$ cat src/lcc_defines.svh
// Constants for the link credit capability register bank.
// Assumes an APB slave with 32-bit data and byte addresses.
`ifndef LCC_DEFINES_SVH
`define LCC_DEFINES_SVH

// ****************************************************************
// Register map and field layout
// ****************************************************************
`define LCC_ADDR_SEND     12'h008
`define LCC_ADDR_RECEIVE  12'h00c
`define LCC_ADDR_CONTROL  12'h000
`define LCC_MEM_LSB       0
`define LCC_MEM_MSB       9
`define LCC_SNP_LSB       10
`define LCC_SNP_MSB       19
`define LCC_DAT_LSB       20
`define LCC_DAT_MSB       29
`define LCC_RSVD_LSB      30
`define LCC_RSVD_MSB      31
`define LCC_SCOPE_BIT     0
`define LCC_ZERO_COUNT    10'h000
`define LCC_ZERO_WORD     32'h0000_0000

`endif

$ cat src/lcc_pkg.sv
// Types for the link credit capability register bank.
// Assumes lcc_defines.svh supplies the register map and field constants; the state encodings are set here.
package lcc_pkg;

    // ****************************************************************
    // Carriers
    // ****************************************************************
    typedef struct packed {
        logic        psel;
        logic        penable;
        logic        pwrite;
        logic [11:0] paddr;
        logic [31:0] pwdata;
    } lcc_apb_req_type;

    typedef struct packed {
        logic        requestAgent;
        logic        homeAgent;
        logic        subordinateAgent;
    } lcc_agents_type;

    typedef enum logic [1:0] {
        LCC_IDLE   = 2'b01,
        LCC_ANSWER = 2'b10
    } lcc_state_type;

endpackage

$ cat src/lcc_link_credit_capability_regs.sv
// APB register bank advertising one link's send and receive credit limits.
// Assumes agent presence straps are static after reset and APB is synchronous to sys_clk.
`timescale 1ns/1ns
`include "lcc_defines.svh"

module lcc_link_credit_capability_regs #(
    parameter logic [9:0] MEM_SEND_CREDITS = 10'h040,
    parameter logic [9:0] SNP_SEND_CREDITS = 10'h020,
    parameter logic [9:0] DAT_SEND_CREDITS = 10'h040,
    parameter logic [9:0] MEM_RECV_CREDITS = 10'h040,
    parameter logic [9:0] SNP_RECV_CREDITS = 10'h020,
    parameter logic [9:0] DAT_RECV_CREDITS = 10'h040
) (
    input  wire logic                    sys_clk,
    input  wire logic                    resetn,
    input  wire lcc_pkg::lcc_apb_req_type apbReq,
    input  wire lcc_pkg::lcc_agents_type  agents,
    output logic                         pready,
    output logic                         pslverr,
    output logic [31:0]                  prdata,
    output logic                         creditScopeSelect
);
    import lcc_pkg::*;

    // ****************************************************************
    // Agent-gated field values
    // ****************************************************************
    logic [9:0]    memSend;
    logic [9:0]    snpSend;
    logic [9:0]    memRecv;
    logic [9:0]    snpRecv;
    logic [31:0]   sendWord;
    logic [31:0]   recvWord;

    // Zero a count when the agents that would use it are absent
    always_comb begin
        memSend = (agents.requestAgent | agents.homeAgent) ? MEM_SEND_CREDITS
                                                           : `LCC_ZERO_COUNT;
        snpSend = agents.homeAgent ? SNP_SEND_CREDITS : `LCC_ZERO_COUNT;
        memRecv = (agents.subordinateAgent | agents.homeAgent) ? MEM_RECV_CREDITS
                                                               : `LCC_ZERO_COUNT;
        snpRecv = agents.requestAgent ? SNP_RECV_CREDITS : `LCC_ZERO_COUNT;
    end

    // Pack the two capability words, reserved bits zero
    always_comb begin
        sendWord = `LCC_ZERO_WORD;
        sendWord[`LCC_MEM_MSB:`LCC_MEM_LSB] = memSend;
        sendWord[`LCC_SNP_MSB:`LCC_SNP_LSB] = snpSend;
        sendWord[`LCC_DAT_MSB:`LCC_DAT_LSB] = DAT_SEND_CREDITS;
        recvWord = `LCC_ZERO_WORD;
        recvWord[`LCC_MEM_MSB:`LCC_MEM_LSB] = memRecv;
        recvWord[`LCC_SNP_MSB:`LCC_SNP_LSB] = snpRecv;
        recvWord[`LCC_DAT_MSB:`LCC_DAT_LSB] = DAT_RECV_CREDITS;
    end

    // ****************************************************************
    // APB slave: one wait state, answers in the second access cycle
    // ****************************************************************
    lcc_state_type state;
    lcc_state_type next_state;
    logic          next_pready;
    logic          next_pslverr;
    logic [31:0]   next_prdata;
    logic          next_creditScopeSelect;
    logic          accessCycle;

    assign accessCycle = apbReq.psel & apbReq.penable;

    // Decode the access and build the answer
    always_comb begin
        next_state             = state;
        next_pready            = 1'b0;
        next_pslverr           = 1'b0;
        next_prdata            = `LCC_ZERO_WORD;
        next_creditScopeSelect = creditScopeSelect;
        unique case (state)
            LCC_IDLE: begin
                if (accessCycle) begin
                    next_state  = LCC_ANSWER;
                    next_pready = 1'b1;
                    unique case (apbReq.paddr)
                        `LCC_ADDR_SEND: begin
                            next_prdata = apbReq.pwrite ? `LCC_ZERO_WORD : sendWord;
                        end
                        `LCC_ADDR_RECEIVE: begin
                            next_prdata = apbReq.pwrite ? `LCC_ZERO_WORD : recvWord;
                        end
                        `LCC_ADDR_CONTROL: begin
                            if (apbReq.pwrite) begin
                                next_creditScopeSelect = apbReq.pwdata[`LCC_SCOPE_BIT];
                            end else begin
                                next_prdata[`LCC_SCOPE_BIT] = creditScopeSelect;
                            end
                        end
                        default: begin
                            next_pslverr = 1'b1;
                        end
                    endcase
                end
            end
            LCC_ANSWER: begin
                next_state = LCC_IDLE;
            end
            default: begin
                next_state = LCC_IDLE;
            end
        endcase
    end

    // Register the slave state and outputs
    always_ff @(posedge sys_clk) begin
        if (!resetn) begin
            state             <= LCC_IDLE;
            pready            <= 1'b0;
            pslverr           <= 1'b0;
            prdata            <= `LCC_ZERO_WORD;
            creditScopeSelect <= 1'b0;
        end else begin
            state             <= next_state;
            pready            <= next_pready;
            pslverr           <= next_pslverr;
            prdata            <= next_prdata;
            creditScopeSelect <= next_creditScopeSelect;
        end
    end

    // ****************************************************************
    // Elaboration checks on the field layout
    // ****************************************************************
    // The snoop field must start right after the memory-request field
    if (`LCC_SNP_LSB != `LCC_MEM_MSB + 1) begin : g_bad_snp
        $error("snoop field must follow the memory-request field");
    end
    // The data field must start right after the snoop field
    if (`LCC_DAT_LSB != `LCC_SNP_MSB + 1) begin : g_bad_dat
        $error("data field must follow the snoop field");
    end
    // Reserved bits take what is left of the word
    if (`LCC_RSVD_LSB != `LCC_DAT_MSB + 1) begin : g_bad_rsvd
        $error("reserved bits must follow the data field");
    end
    // The word is 32 bits, so the reserved span must end at bit 31
    if (`LCC_RSVD_MSB != 31) begin : g_bad_top
        $error("reserved bits must end at the top of the word");
    end
    // The memory-request count field is ten bits, matching the parameter width
    if (`LCC_MEM_MSB - `LCC_MEM_LSB != 9) begin : g_bad_width
        $error("count fields must be ten bits wide");
    end

    // ****************************************************************
    // Assertions
    // ****************************************************************
    // An access taken by the idle slave, used by several properties
    logic idleAccess;
    assign idleAccess = (state == LCC_IDLE) & accessCycle;

    property p_send_read;
        @(posedge sys_clk) disable iff (!resetn)
        (state == LCC_IDLE && accessCycle && !apbReq.pwrite && apbReq.paddr == `LCC_ADDR_SEND)
        |=> pready && prdata == sendWord;
    endproperty
    a_send_read: assert property (p_send_read) else $error("send word read wrong");

    property p_recv_read;
        @(posedge sys_clk) disable iff (!resetn)
        (state == LCC_IDLE && accessCycle && !apbReq.pwrite && apbReq.paddr == `LCC_ADDR_RECEIVE)
        |=> pready && prdata == recvWord;
    endproperty
    a_recv_read: assert property (p_recv_read) else $error("receive word read wrong");

    property p_mem_send_zero;
        @(posedge sys_clk) disable iff (!resetn)
        !(agents.requestAgent | agents.homeAgent) |-> sendWord[9:0] == 10'h000;
    endproperty
    a_mem_send_zero: assert property (p_mem_send_zero) else $error("mem send not zero");

    property p_snp_send_zero;
        @(posedge sys_clk) disable iff (!resetn)
        !agents.homeAgent |-> sendWord[`LCC_SNP_MSB:`LCC_SNP_LSB] == `LCC_ZERO_COUNT;
    endproperty
    a_snp_send_zero: assert property (p_snp_send_zero) else $error("snoop send wrong");

    property p_mem_recv_zero;
        @(posedge sys_clk) disable iff (!resetn)
        !(agents.subordinateAgent | agents.homeAgent) |-> recvWord[9:0] == 10'h000;
    endproperty
    a_mem_recv_zero: assert property (p_mem_recv_zero) else $error("mem recv not zero");

    property p_snp_recv_zero;
        @(posedge sys_clk) disable iff (!resetn)
        !agents.requestAgent |-> recvWord[19:10] == 10'h000;
    endproperty
    a_snp_recv_zero: assert property (p_snp_recv_zero) else $error("snoop recv not zero");

    property p_data_fields;
        @(posedge sys_clk) disable iff (!resetn)
        sendWord[29:20] == DAT_SEND_CREDITS && recvWord[29:20] == DAT_RECV_CREDITS;
    endproperty
    a_data_fields: assert property (p_data_fields) else $error("data field wrong");

    property p_rsvd_zero;
        @(posedge sys_clk) disable iff (!resetn)
        pready |-> prdata[`LCC_RSVD_MSB:`LCC_RSVD_LSB] == 2'b00;
    endproperty
    a_rsvd_zero: assert property (p_rsvd_zero) else $error("reserved bits set");

    property p_scope_write;
        @(posedge sys_clk) disable iff (!resetn)
        (state == LCC_IDLE && accessCycle && apbReq.pwrite && apbReq.paddr == `LCC_ADDR_CONTROL)
        |=> creditScopeSelect == $past(apbReq.pwdata[0]) ##1 !pready;
    endproperty
    a_scope_write: assert property (p_scope_write) else $error("scope write lost");

    property p_pready_pulse;
        @(posedge sys_clk) disable iff (!resetn)
        pready |=> !pready;
    endproperty
    a_pready_pulse: assert property (p_pready_pulse) else $error("pready held");

    // ****************************************************************
    // Field values when the agents are present
    // ****************************************************************

    // Memory-request send count appears in full with a request or home agent
    property p_mem_send_full;
        @(posedge sys_clk) disable iff (!resetn)
        (agents.requestAgent | agents.homeAgent)
        |-> sendWord[`LCC_MEM_MSB:`LCC_MEM_LSB] == MEM_SEND_CREDITS;
    endproperty
    a_mem_send_full: assert property (p_mem_send_full) else $error("mem send wrong");

    // Snoop send count appears in full with a home agent
    property p_snp_send_full;
        @(posedge sys_clk) disable iff (!resetn)
        agents.homeAgent |-> sendWord[`LCC_SNP_MSB:`LCC_SNP_LSB] == SNP_SEND_CREDITS;
    endproperty
    a_snp_send_full: assert property (p_snp_send_full) else $error("snoop send wrong");

    // Memory-request receive count appears with a subordinate or home agent
    property p_mem_recv_full;
        @(posedge sys_clk) disable iff (!resetn)
        (agents.subordinateAgent | agents.homeAgent)
        |-> recvWord[`LCC_MEM_MSB:`LCC_MEM_LSB] == MEM_RECV_CREDITS;
    endproperty
    a_mem_recv_full: assert property (p_mem_recv_full) else $error("mem recv wrong");

    // Snoop receive count appears in full with a request agent
    property p_snp_recv_full;
        @(posedge sys_clk) disable iff (!resetn)
        agents.requestAgent |-> recvWord[`LCC_SNP_MSB:`LCC_SNP_LSB] == SNP_RECV_CREDITS;
    endproperty
    a_snp_recv_full: assert property (p_snp_recv_full) else $error("snoop recv wrong");

    // Data receive count is never gated
    property p_data_recv;
        @(posedge sys_clk) disable iff (!resetn)
        recvWord[`LCC_DAT_MSB:`LCC_DAT_LSB] == DAT_RECV_CREDITS;
    endproperty
    a_data_recv: assert property (p_data_recv) else $error("data recv wrong");

    // Reserved top bits of the send word stay zero
    property p_send_rsvd;
        @(posedge sys_clk) disable iff (!resetn)
        sendWord[`LCC_RSVD_MSB:`LCC_RSVD_LSB] == 2'b00;
    endproperty
    a_send_rsvd: assert property (p_send_rsvd) else $error("send reserved set");

    // Reserved top bits of the receive word stay zero
    property p_recv_rsvd;
        @(posedge sys_clk) disable iff (!resetn)
        recvWord[`LCC_RSVD_MSB:`LCC_RSVD_LSB] == 2'b00;
    endproperty
    a_recv_rsvd: assert property (p_recv_rsvd) else $error("recv reserved set");

    // ****************************************************************
    // Bus behaviour
    // ****************************************************************

    // A write to the send word is answered cleanly and returns nothing
    property p_send_write_ignored;
        @(posedge sys_clk) disable iff (!resetn)
        (idleAccess && apbReq.pwrite && apbReq.paddr == `LCC_ADDR_SEND)
        |=> pready && !pslverr && prdata == `LCC_ZERO_WORD;
    endproperty
    a_send_write_ignored: assert property (p_send_write_ignored) else $error("send write");

    // A write to the receive word is answered cleanly and returns nothing
    property p_recv_write_ignored;
        @(posedge sys_clk) disable iff (!resetn)
        (idleAccess && apbReq.pwrite && apbReq.paddr == `LCC_ADDR_RECEIVE)
        |=> pready && !pslverr && prdata == `LCC_ZERO_WORD;
    endproperty
    a_recv_write_ignored: assert property (p_recv_write_ignored) else $error("recv write");

    // Writes to the capability words leave the scope setting alone
    property p_cap_write_scope;
        @(posedge sys_clk) disable iff (!resetn)
        (idleAccess && apbReq.pwrite && apbReq.paddr != `LCC_ADDR_CONTROL)
        |=> creditScopeSelect == $past(creditScopeSelect);
    endproperty
    a_cap_write_scope: assert property (p_cap_write_scope) else $error("scope disturbed");

    // The scope setting moves only on a taken control write
    property p_scope_hold;
        @(posedge sys_clk) disable iff (!resetn)
        !(idleAccess && apbReq.pwrite && apbReq.paddr == `LCC_ADDR_CONTROL)
        |=> $stable(creditScopeSelect);
    endproperty
    a_scope_hold: assert property (p_scope_hold) else $error("scope changed alone");

    // A control read returns the scope setting in its bit
    property p_scope_read;
        @(posedge sys_clk) disable iff (!resetn)
        (idleAccess && !apbReq.pwrite && apbReq.paddr == `LCC_ADDR_CONTROL)
        |=> prdata[`LCC_SCOPE_BIT] == $past(creditScopeSelect);
    endproperty
    a_scope_read: assert property (p_scope_read) else $error("scope read wrong");

    // Outside an answer the read bus and error are quiet
    property p_quiet_between;
        @(posedge sys_clk) disable iff (!resetn)
        !pready |-> prdata == `LCC_ZERO_WORD && !pslverr;
    endproperty
    a_quiet_between: assert property (p_quiet_between) else $error("bus not quiet");

    // An unmapped address gets an error and no data
    property p_unmapped;
        @(posedge sys_clk) disable iff (!resetn)
        (idleAccess && !(apbReq.paddr inside {`LCC_ADDR_SEND, `LCC_ADDR_RECEIVE,
                                              `LCC_ADDR_CONTROL}))
        |=> pready && pslverr && prdata == `LCC_ZERO_WORD;
    endproperty
    a_unmapped: assert property (p_unmapped) else $error("unmapped not refused");

    // Any write returns an empty read bus
    property p_write_no_data;
        @(posedge sys_clk) disable iff (!resetn)
        (idleAccess && apbReq.pwrite) |=> prdata == `LCC_ZERO_WORD;
    endproperty
    a_write_no_data: assert property (p_write_no_data) else $error("write returned data");

    // An answer only ever follows a taken access
    property p_ready_needs_access;
        @(posedge sys_clk) disable iff (!resetn)
        pready |-> $past(idleAccess);
    endproperty
    a_ready_needs_access: assert property (p_ready_needs_access) else $error("stray pready");

    // ****************************************************************
    // Covers
    // ****************************************************************
    c_send_read: cover property (p_send_read);
    c_send_write: cover property (p_send_write_ignored);
    c_recv_read: cover property (p_recv_read);
    c_scope_write: cover property (p_scope_write);
    c_error: cover property (@(posedge sys_clk) disable iff (!resetn) pslverr);

endmodule

$ cat config.mk
export PLATFORM = sky130hd
export DESIGN_NAME = lcc_link_credit_capability_regs
export DESIGN_NICKNAME = d
export VERILOG_FILES = /design/src/lcc_pkg.sv /design/src/lcc_link_credit_capability_regs.sv
export VERILOG_INCLUDE_DIRS = /design/src /design/src/src
export SDC_FILE = /design/constraint.sdc
export NUM_CORES = 1
export LEC_CHECK = 0
export BUFFER_PORTS_ARGS = -buffer_cell sky130_fd_sc_hd__buf_2
export CAP_MARGIN = 20
export CORE_ASPECT_RATIO = 1.1
export CORE_MARGIN = 4
export CORE_UTILIZATION = 25
export DETAILED_ROUTE_END_ITERATION = 8
export PLACE_DENSITY = 0.75
export SYNTH_ARGS = -nofsm -noshare
export SYNTH_HDL_FRONTEND = slang
export SYNTH_SLANG_ARGS = --single-unit
export TNS_END_PERCENT = 50
$ cat constraint.sdc
create_clock -name sys_clk -period 1.6 [get_ports sys_clk]
set_clock_uncertainty 0.2 [all_clocks]
set_input_delay 0.16 -clock sys_clk [delete_from_list [all_inputs] [get_ports sys_clk]]
set_output_delay 0.16 -clock sys_clk [all_outputs]
set_load 0.01 [all_outputs]
==> results of run 1 <==
through the flow:
stage	setup slack (ns)	setup TNS (ns)	std cells	utilization	area (um2)
6_report	0.05902	0	129	0.3451	711.9
5_1_grt	0.003828	0	129	0.3451	711.9
4_1_cts	0.07469	0	129	0.3451	711.9
3_5_place_dp	-0.07794	-0.1243	119	0.3032	625.6
3_3_place_gp	-0.05027	-0.05027	119	0.3032	625.6
2_1_floorplan	0.1094	0	91	-	658.1
repair_timing:
action / CTS / global route
hold buffers: 6 / 0
buffers inserted: 0 / 0
hold endpoints to repair: 5 / 0
per-layer routing:
metal,routed length (um),share of wire
met3,224,0.17
met1,359,0.27
met2,730,0.55
met5,0,0
met4,8,0.0060
worst max-delay path, stage by stage:
cell and delay [ns]:
dlygate4sd3_1 0.53, buf_2 0.13, nand2_1 0.06, dlygate4sd3_1 0.54, mux2i_1 0.06
cell usage in the layout (no fill, tap or decap):
master,n
clkbuf_1,1
or4_1,1
nand2b_1,1
a21oi_1,1
and4b_1,1
nor3_1,1
conb_1,28
inv_1,3
nor4_4,1
nor2_1,5
nand3_1,1
buf_4,1
nand4_1,2
dfxtp_1,9
buf_2,27
nor2b_1,1
clkbuf_4,3
a211oi_1,1
or4_4,1
mux2i_1,2
dlygate4sd3_1,6
nand2_1,4
kinds of logic after synthesis:
group | after synthesis | share of synthesized area
other cells | 1 | 0.006735
flops | 9 | 0.3236
mux | 2 | 0.03596
simple gates | 19 | 0.2135
buf+inv | 31 | 0.3977
compound gates | 2 | 0.02247
path summary, 6_finish.rpt:
kind                                    endpoint  cells past startpoint
hold reg to reg             prdata[0]$_SDFF_PP0_                      2
hold / removal              prdata[0]$_SDFF_PP0_                      4
setup / recovery  creditScopeSelect$_SDFFE_PN0P_                      5
setup reg to reg           prdata[15]$_SDFF_PN0_                      5
flip-flops by register name (all words and copies together), names as in the netlist:
| name | flops |
|---|---|
| pslverr | 1 |
| state | 2 |
| prdata | 4 |
| creditScopeSelect | 1 |
| pready | 1 |
power by group through the flow:
stage	Combinational, mW	Sequential [mW]	Clock, mW
detailed placement	0.0763	0.234	0
CTS	0.0882	0.229	0.171
global placement	0.0749	0.234	0
finish	0.0910	0.229	0.164
global route	0.100	0.229	0.187
floorplan	0.0924	0.235	0
cell type report:
class                      count  area (um2)
fill                         215        1351
multi-input combinational     51       256.5
timing repair buffer          34       202.7
sequential                     9       180.2
tap                           28       35.03
clock buffer                   4       26.28
inverter                       3       11.26
==> metrics, run 1 <==
Via Count 475; Clock Tree Root clkbuf_4; remaining global-route overflow 0; Critical Path Sink Type flip-flop; critical path type in -> reg; Yosys cell types 18; vias in the first global route 449; Synth area leader buf_4; Die Footprint between 3000 and 4000 um2; overall routing resource usage 0.08090; Final HPWL DP 985.4 um; Die Wd about 53 um; hold path start apbReq[44]; Top FF cell, synth dfxtp_1; Post-Synthesis Cells 64; Gate power share 0.188; Max clock buf depth 2; ANT nets after route 0; ant diodes 0; Critical Path Fanout Max 3; Syn Std Cell Area 556.8 um2; GP Congestion 0.6940; maximum vdd drop 0.2630 mV; clock-pin slew on the worst setup and hold paths ~0.060 ns; largest net degree at the start of global routing 6; worst hold-check path type in -> reg; crit start category input port; CTS Buf Count 3; Layout area overhead 27.87%; register share of total power 0.474; Synth top area share 0.3775; crit path DAT 1.48 ns; CTS Sinks 9; Pleak ~0.40 nW; Sw Ratio 0.2576; pwr dens around 680 nW/um2; CTS tree done; vias per inst between 3 and 4; yosys warns 0; Post-Route WL about 1300 um; M3 GR Usage 0.02872; overall power just under 500 uW; DRT Pass-1 Iters 2; Hold Vio Cnt, Final 0; # port buffers 27; Int Power about 360 uW; unrepaired setup endpoints after global routing no; Period Utilization, post-route 0.9631; initial drt markers 1; hold_ws 0.008911 ns; row count 17; Crit. Startpoint resetn; register area share after synthesis 0.3236; Final nets 154; Initial Utilization 0.2699; met2 Usage GRT 0.1738; die height 57.50 um; core area roughly 2100 um2; drt drc 0; worst-skew pair later-pin latency 0.25 ns; post-layout minimum cycle time between 1.5 and 2 ns; first-pass GRT wire length about 1700 um; Post-synth EDFFs 0; Final Max Slew Viols 0; most frequent cell after synthesis buf_4; status completed; FFs w/ async S/R, synth 0; reg-to-reg startpoint state[1]$_SDFFE_PN0N_; total of max-cap violations 0; synth top area cells buf_4 (38%), dfxtp_1 (32%), nor4_4 (3.8%), mux2i_1 (3.6%), nor2_1 (3.4%); final setup fails 0; Post-Syn Area per Cell 8.700 um2; Synth Register Bits 9; r2r setup slk 0.28 ns; initial antenna violation count 0; io pins 87; Synth top cells by count buf_4 (28), dfxtp_1 (9), nor2_1 (5); WL/cell 10.26 um; critical path required time 1.54 ns; Psw 124.6 uW; FMAX 648.9 MHz; GR peak layer met2; post_cts resized 0; GR Layer Usage met1 0.04836; share of cells above drive strength 1 0.3267; CTS H-tree lvls 1; clock share of power 0.338
Note: power is estimated with default switching activity, not from simulation.
==> inputs of run 2 (changes only) <==
--- a/config.mk
+++ b/config.mk
@@ -6,13 +6,12 @@
 export SDC_FILE = /design/constraint.sdc
 export NUM_CORES = 1
 export LEC_CHECK = 0
-export BUFFER_PORTS_ARGS = -buffer_cell sky130_fd_sc_hd__buf_2
 export CAP_MARGIN = 20
-export CORE_ASPECT_RATIO = 1.1
-export CORE_MARGIN = 4
-export CORE_UTILIZATION = 25
+export CORE_AREA = 4 4 41 43
 export DETAILED_ROUTE_END_ITERATION = 8
-export PLACE_DENSITY = 0.75
+export DIE_AREA = 0 0 45 47
+export DONT_BUFFER_PORTS = 1
+export PLACE_DENSITY = 0.58
 export SYNTH_ARGS = -nofsm -noshare
 export SYNTH_HDL_FRONTEND = slang
 export SYNTH_SLANG_ARGS = --single-unit
==> run 2 against run 1 <==
  * Utilization increased by 13 points
  * Sequential share of layout area increased by 3.8 points
  * Cell count decreased by 27%
  * Sequential power hardly changed
  * Sequential cell count did not move
  * Die area down 31%
  * Via count decreased by 19%
  * Non-clock buffer count is 22 lower
==> metrics, run 2 (same netlist as run 1, synthesis figures left out) <==
unrepaired setup endpoints after global routing no; CP cell instances dlygate4sd3_1 > a211oi_2 > dlygate4sd3_1 > nor2_1; reg-to-reg startpoint state[1]$_SDFFE_PN0N_; ANT nets after route 0 (unchanged); Post-CTS Setup Bufs 0 (unchanged); crit path to prdata[6]$_SDFF_PN0_; pwr dens 768.9 nW/um2 (+13%); Critical Path Sink Type flip-flop; most flop-heavy register prdata; fillers 143 (-33%); Top Registers prdata x4, state x2; CTS Sinks 9 (unchanged); initial antenna violation count 0 (unchanged); io pins 87 (unchanged); final setup fails 0 (unchanged); worst-skew pair later-pin latency 0.26 ns (about the same); final instance area 619.3 um2 (-13%); overall routing resource usage 0.09422 (+0.01332); Critical Path Fanout Max 2 (-1); worst hold-check path type in -> reg; CP peak stage delay 0.57 ns (+0.03 ns); Post-Route WL 1068 um (-19%); row count 13 (-4); maximum vdd drop 0.2801 mV (+6.5%); DRT Pass-1 Iters 4 (+2); first-pass GRT wire length 1407 um (-18%); vias in the first global route 374 (-17%); Crit. Startpoint agents[1]; Layout area overhead 11.24%; post-layout minimum cycle time 1.547 ns (+0.006359 ns); Pleak 0.3113 nW (-23%); slowest CP cell dlygate4sd3_1; largest net degree at the start of global routing 7 (+1); Final HPWL DP 828.4 um (-16%); Die Footprint 2115 um2 (-31%); Max clock buf depth 2 (unchanged); crit start category input port; critical path type in -> reg; die height 47 um (-18%); most common cell after layout, fill and taps aside conb_1; critical path required time 1.55 ns (about the same); number of flip-flops in the largest register 4 (unchanged); Crit Reg-Reg Endpoint prdata[15]$_SDFF_PN0_; most frequent cells in the layout conb_1 (28), dlygate4sd3_1 (12), dfxtp_1 (9), nor2_1 (5), nand2_1 (4); # port buffers 0 (-100%); TNS Setup 0 ns (unchanged); clock-pin slew on the worst setup and hold paths 0.06 ns (about the same); initial drt markers 1 (unchanged); total of max-cap violations 0 (unchanged); CTS H-tree lvls 1 (unchanged); Final Max Slew Viols 0 (unchanged); Die Wd 45 um (-15%); drt drc 0 (unchanged); Hold Vio Cnt, Final 0 (unchanged); share of cells above drive strength 1 0.08861 (-0.2381); worst-case reg-to-reg path depth 5 (unchanged); Final nets 132 (-14%); placed instance area 466.7 um2 (-25%); remaining global-route overflow 0 (unchanged); Via Count 384 (-19%); vias per inst 4.085 (+11%); Initial Utilization 0.4279 (+0.1580); core area 1301 um2 (-37%); overall power 476.2 uW (-1.6%); r2r setup slk 0.29 ns (about the same); CTS Buf Count 3 (unchanged); ant diodes 0 (unchanged); Worst path most repeated cell dlygate4sd3_1; FMAX 646.3 MHz (-0.41%); Clock Tree Root clkbuf_4; WL/cell 11.36 um (+11%); CTS tree done; crit path DAT 1.50 ns (+0.02 ns); status completed; GP Congestion 0.7762 (+12%); Period Utilization, post-route 0.9671 (+0.003974)
==> run 2: cell types whose count changed in the layout (fill, tap and decap cells not counted) <==
cell,change
buf_2,-27
dlygate4sd3_1,+6
a211oi_1,-1
a211oi_2,+1
buf_4,-1
clkbuf_1,-1
clkinv_2,+1
==> run 2: worst min-delay path by stage <==
stage	start	end	slack, ns	cells after the start
4_1_cts	apbReq[32]	pslverr$_SDFF_PN0_	0.001	3
3_3_place_gp	agents[1]	prdata[6]$_SDFF_PN0_	0.09	2
3_5_place_dp	agents[1]	prdata[6]$_SDFF_PN0_	0.1	2
2_1_floorplan	agents[1]	prdata[6]$_SDFF_PN0_	0.08	2
6_report	apbReq[32]	pslverr$_SDFF_PN0_	0.009	3
5_1_grt	apbReq[32]	prdata[0]$_SDFF_PP0_	0.05	4
==> run 2: per-layer routing <==
metal / wire length, um / GRT usage / part of all wire
met3: 158 / 0.01533 / 0.15
met2: 576 / 0.1836 / 0.54
met1: 330 / 0.09382 / 0.31
met4: 2 / 0.05263 / 0.0019
met5: 0 / 0 / 0
==> run 2: worst max-delay path, delay by kind of cell <==
kind            cells  cell delay [ns]
compound gates      1             0.15
buf+inv             2             1.14
simple gates        1             0.04
==> run 2: where the power goes <==
| group | total [mW] | switching, mW | leakage, nW | internal [mW] |
|---|---|---|---|---|
| Clock | 0.170 | 0.0779 | 0.0177 | 0.0920 |
| Combinational | 0.0761 | 0.0471 | 0.221 | 0.0290 |
| Sequential | 0.230 | 0.00204 | 0.0730 | 0.228 |
==> run 2: final cells by class <==
cell class	instances	area (um2)	area share
clock buffers	3	22.52	0.03636
clock inverters	1	5.005	0.008081
multi-input cells	51	261.5	0.4222
repair buffers	12	120.1	0.1939
well taps	15	18.77	0.03030
flip-flops and latches	9	180.2	0.2909
inverters	3	11.26	0.01818
==> run 2: what timing repair did <==
item	CTS	global route
hold endpoints to repair	9	0
resized for setup	0	1
hold buffers	12	0
endpoints found under the setup margin	0	1
==> run 2: metrics by stage <==
| stage | utilization | hold slack (ns) | cells | setup slack, ns |
|---|---|---|---|---|
| 6_report | 0.4760 | 0.009339 | 94 | 0.05266 |
| 5_1_grt | 0.4760 | 0.04518 | 94 | 0.005998 |
| 4_1_cts | 0.4721 | 0.0009943 | 94 | 0.07206 |
| 3_5_place_dp | 0.3587 | 0.09503 | 78 | 0.02229 |
| 3_3_place_gp | 0.3587 | 0.09243 | 78 | 0.04322 |
| 2_1_floorplan | - | 0.08055 | 91 | 0.1094 |
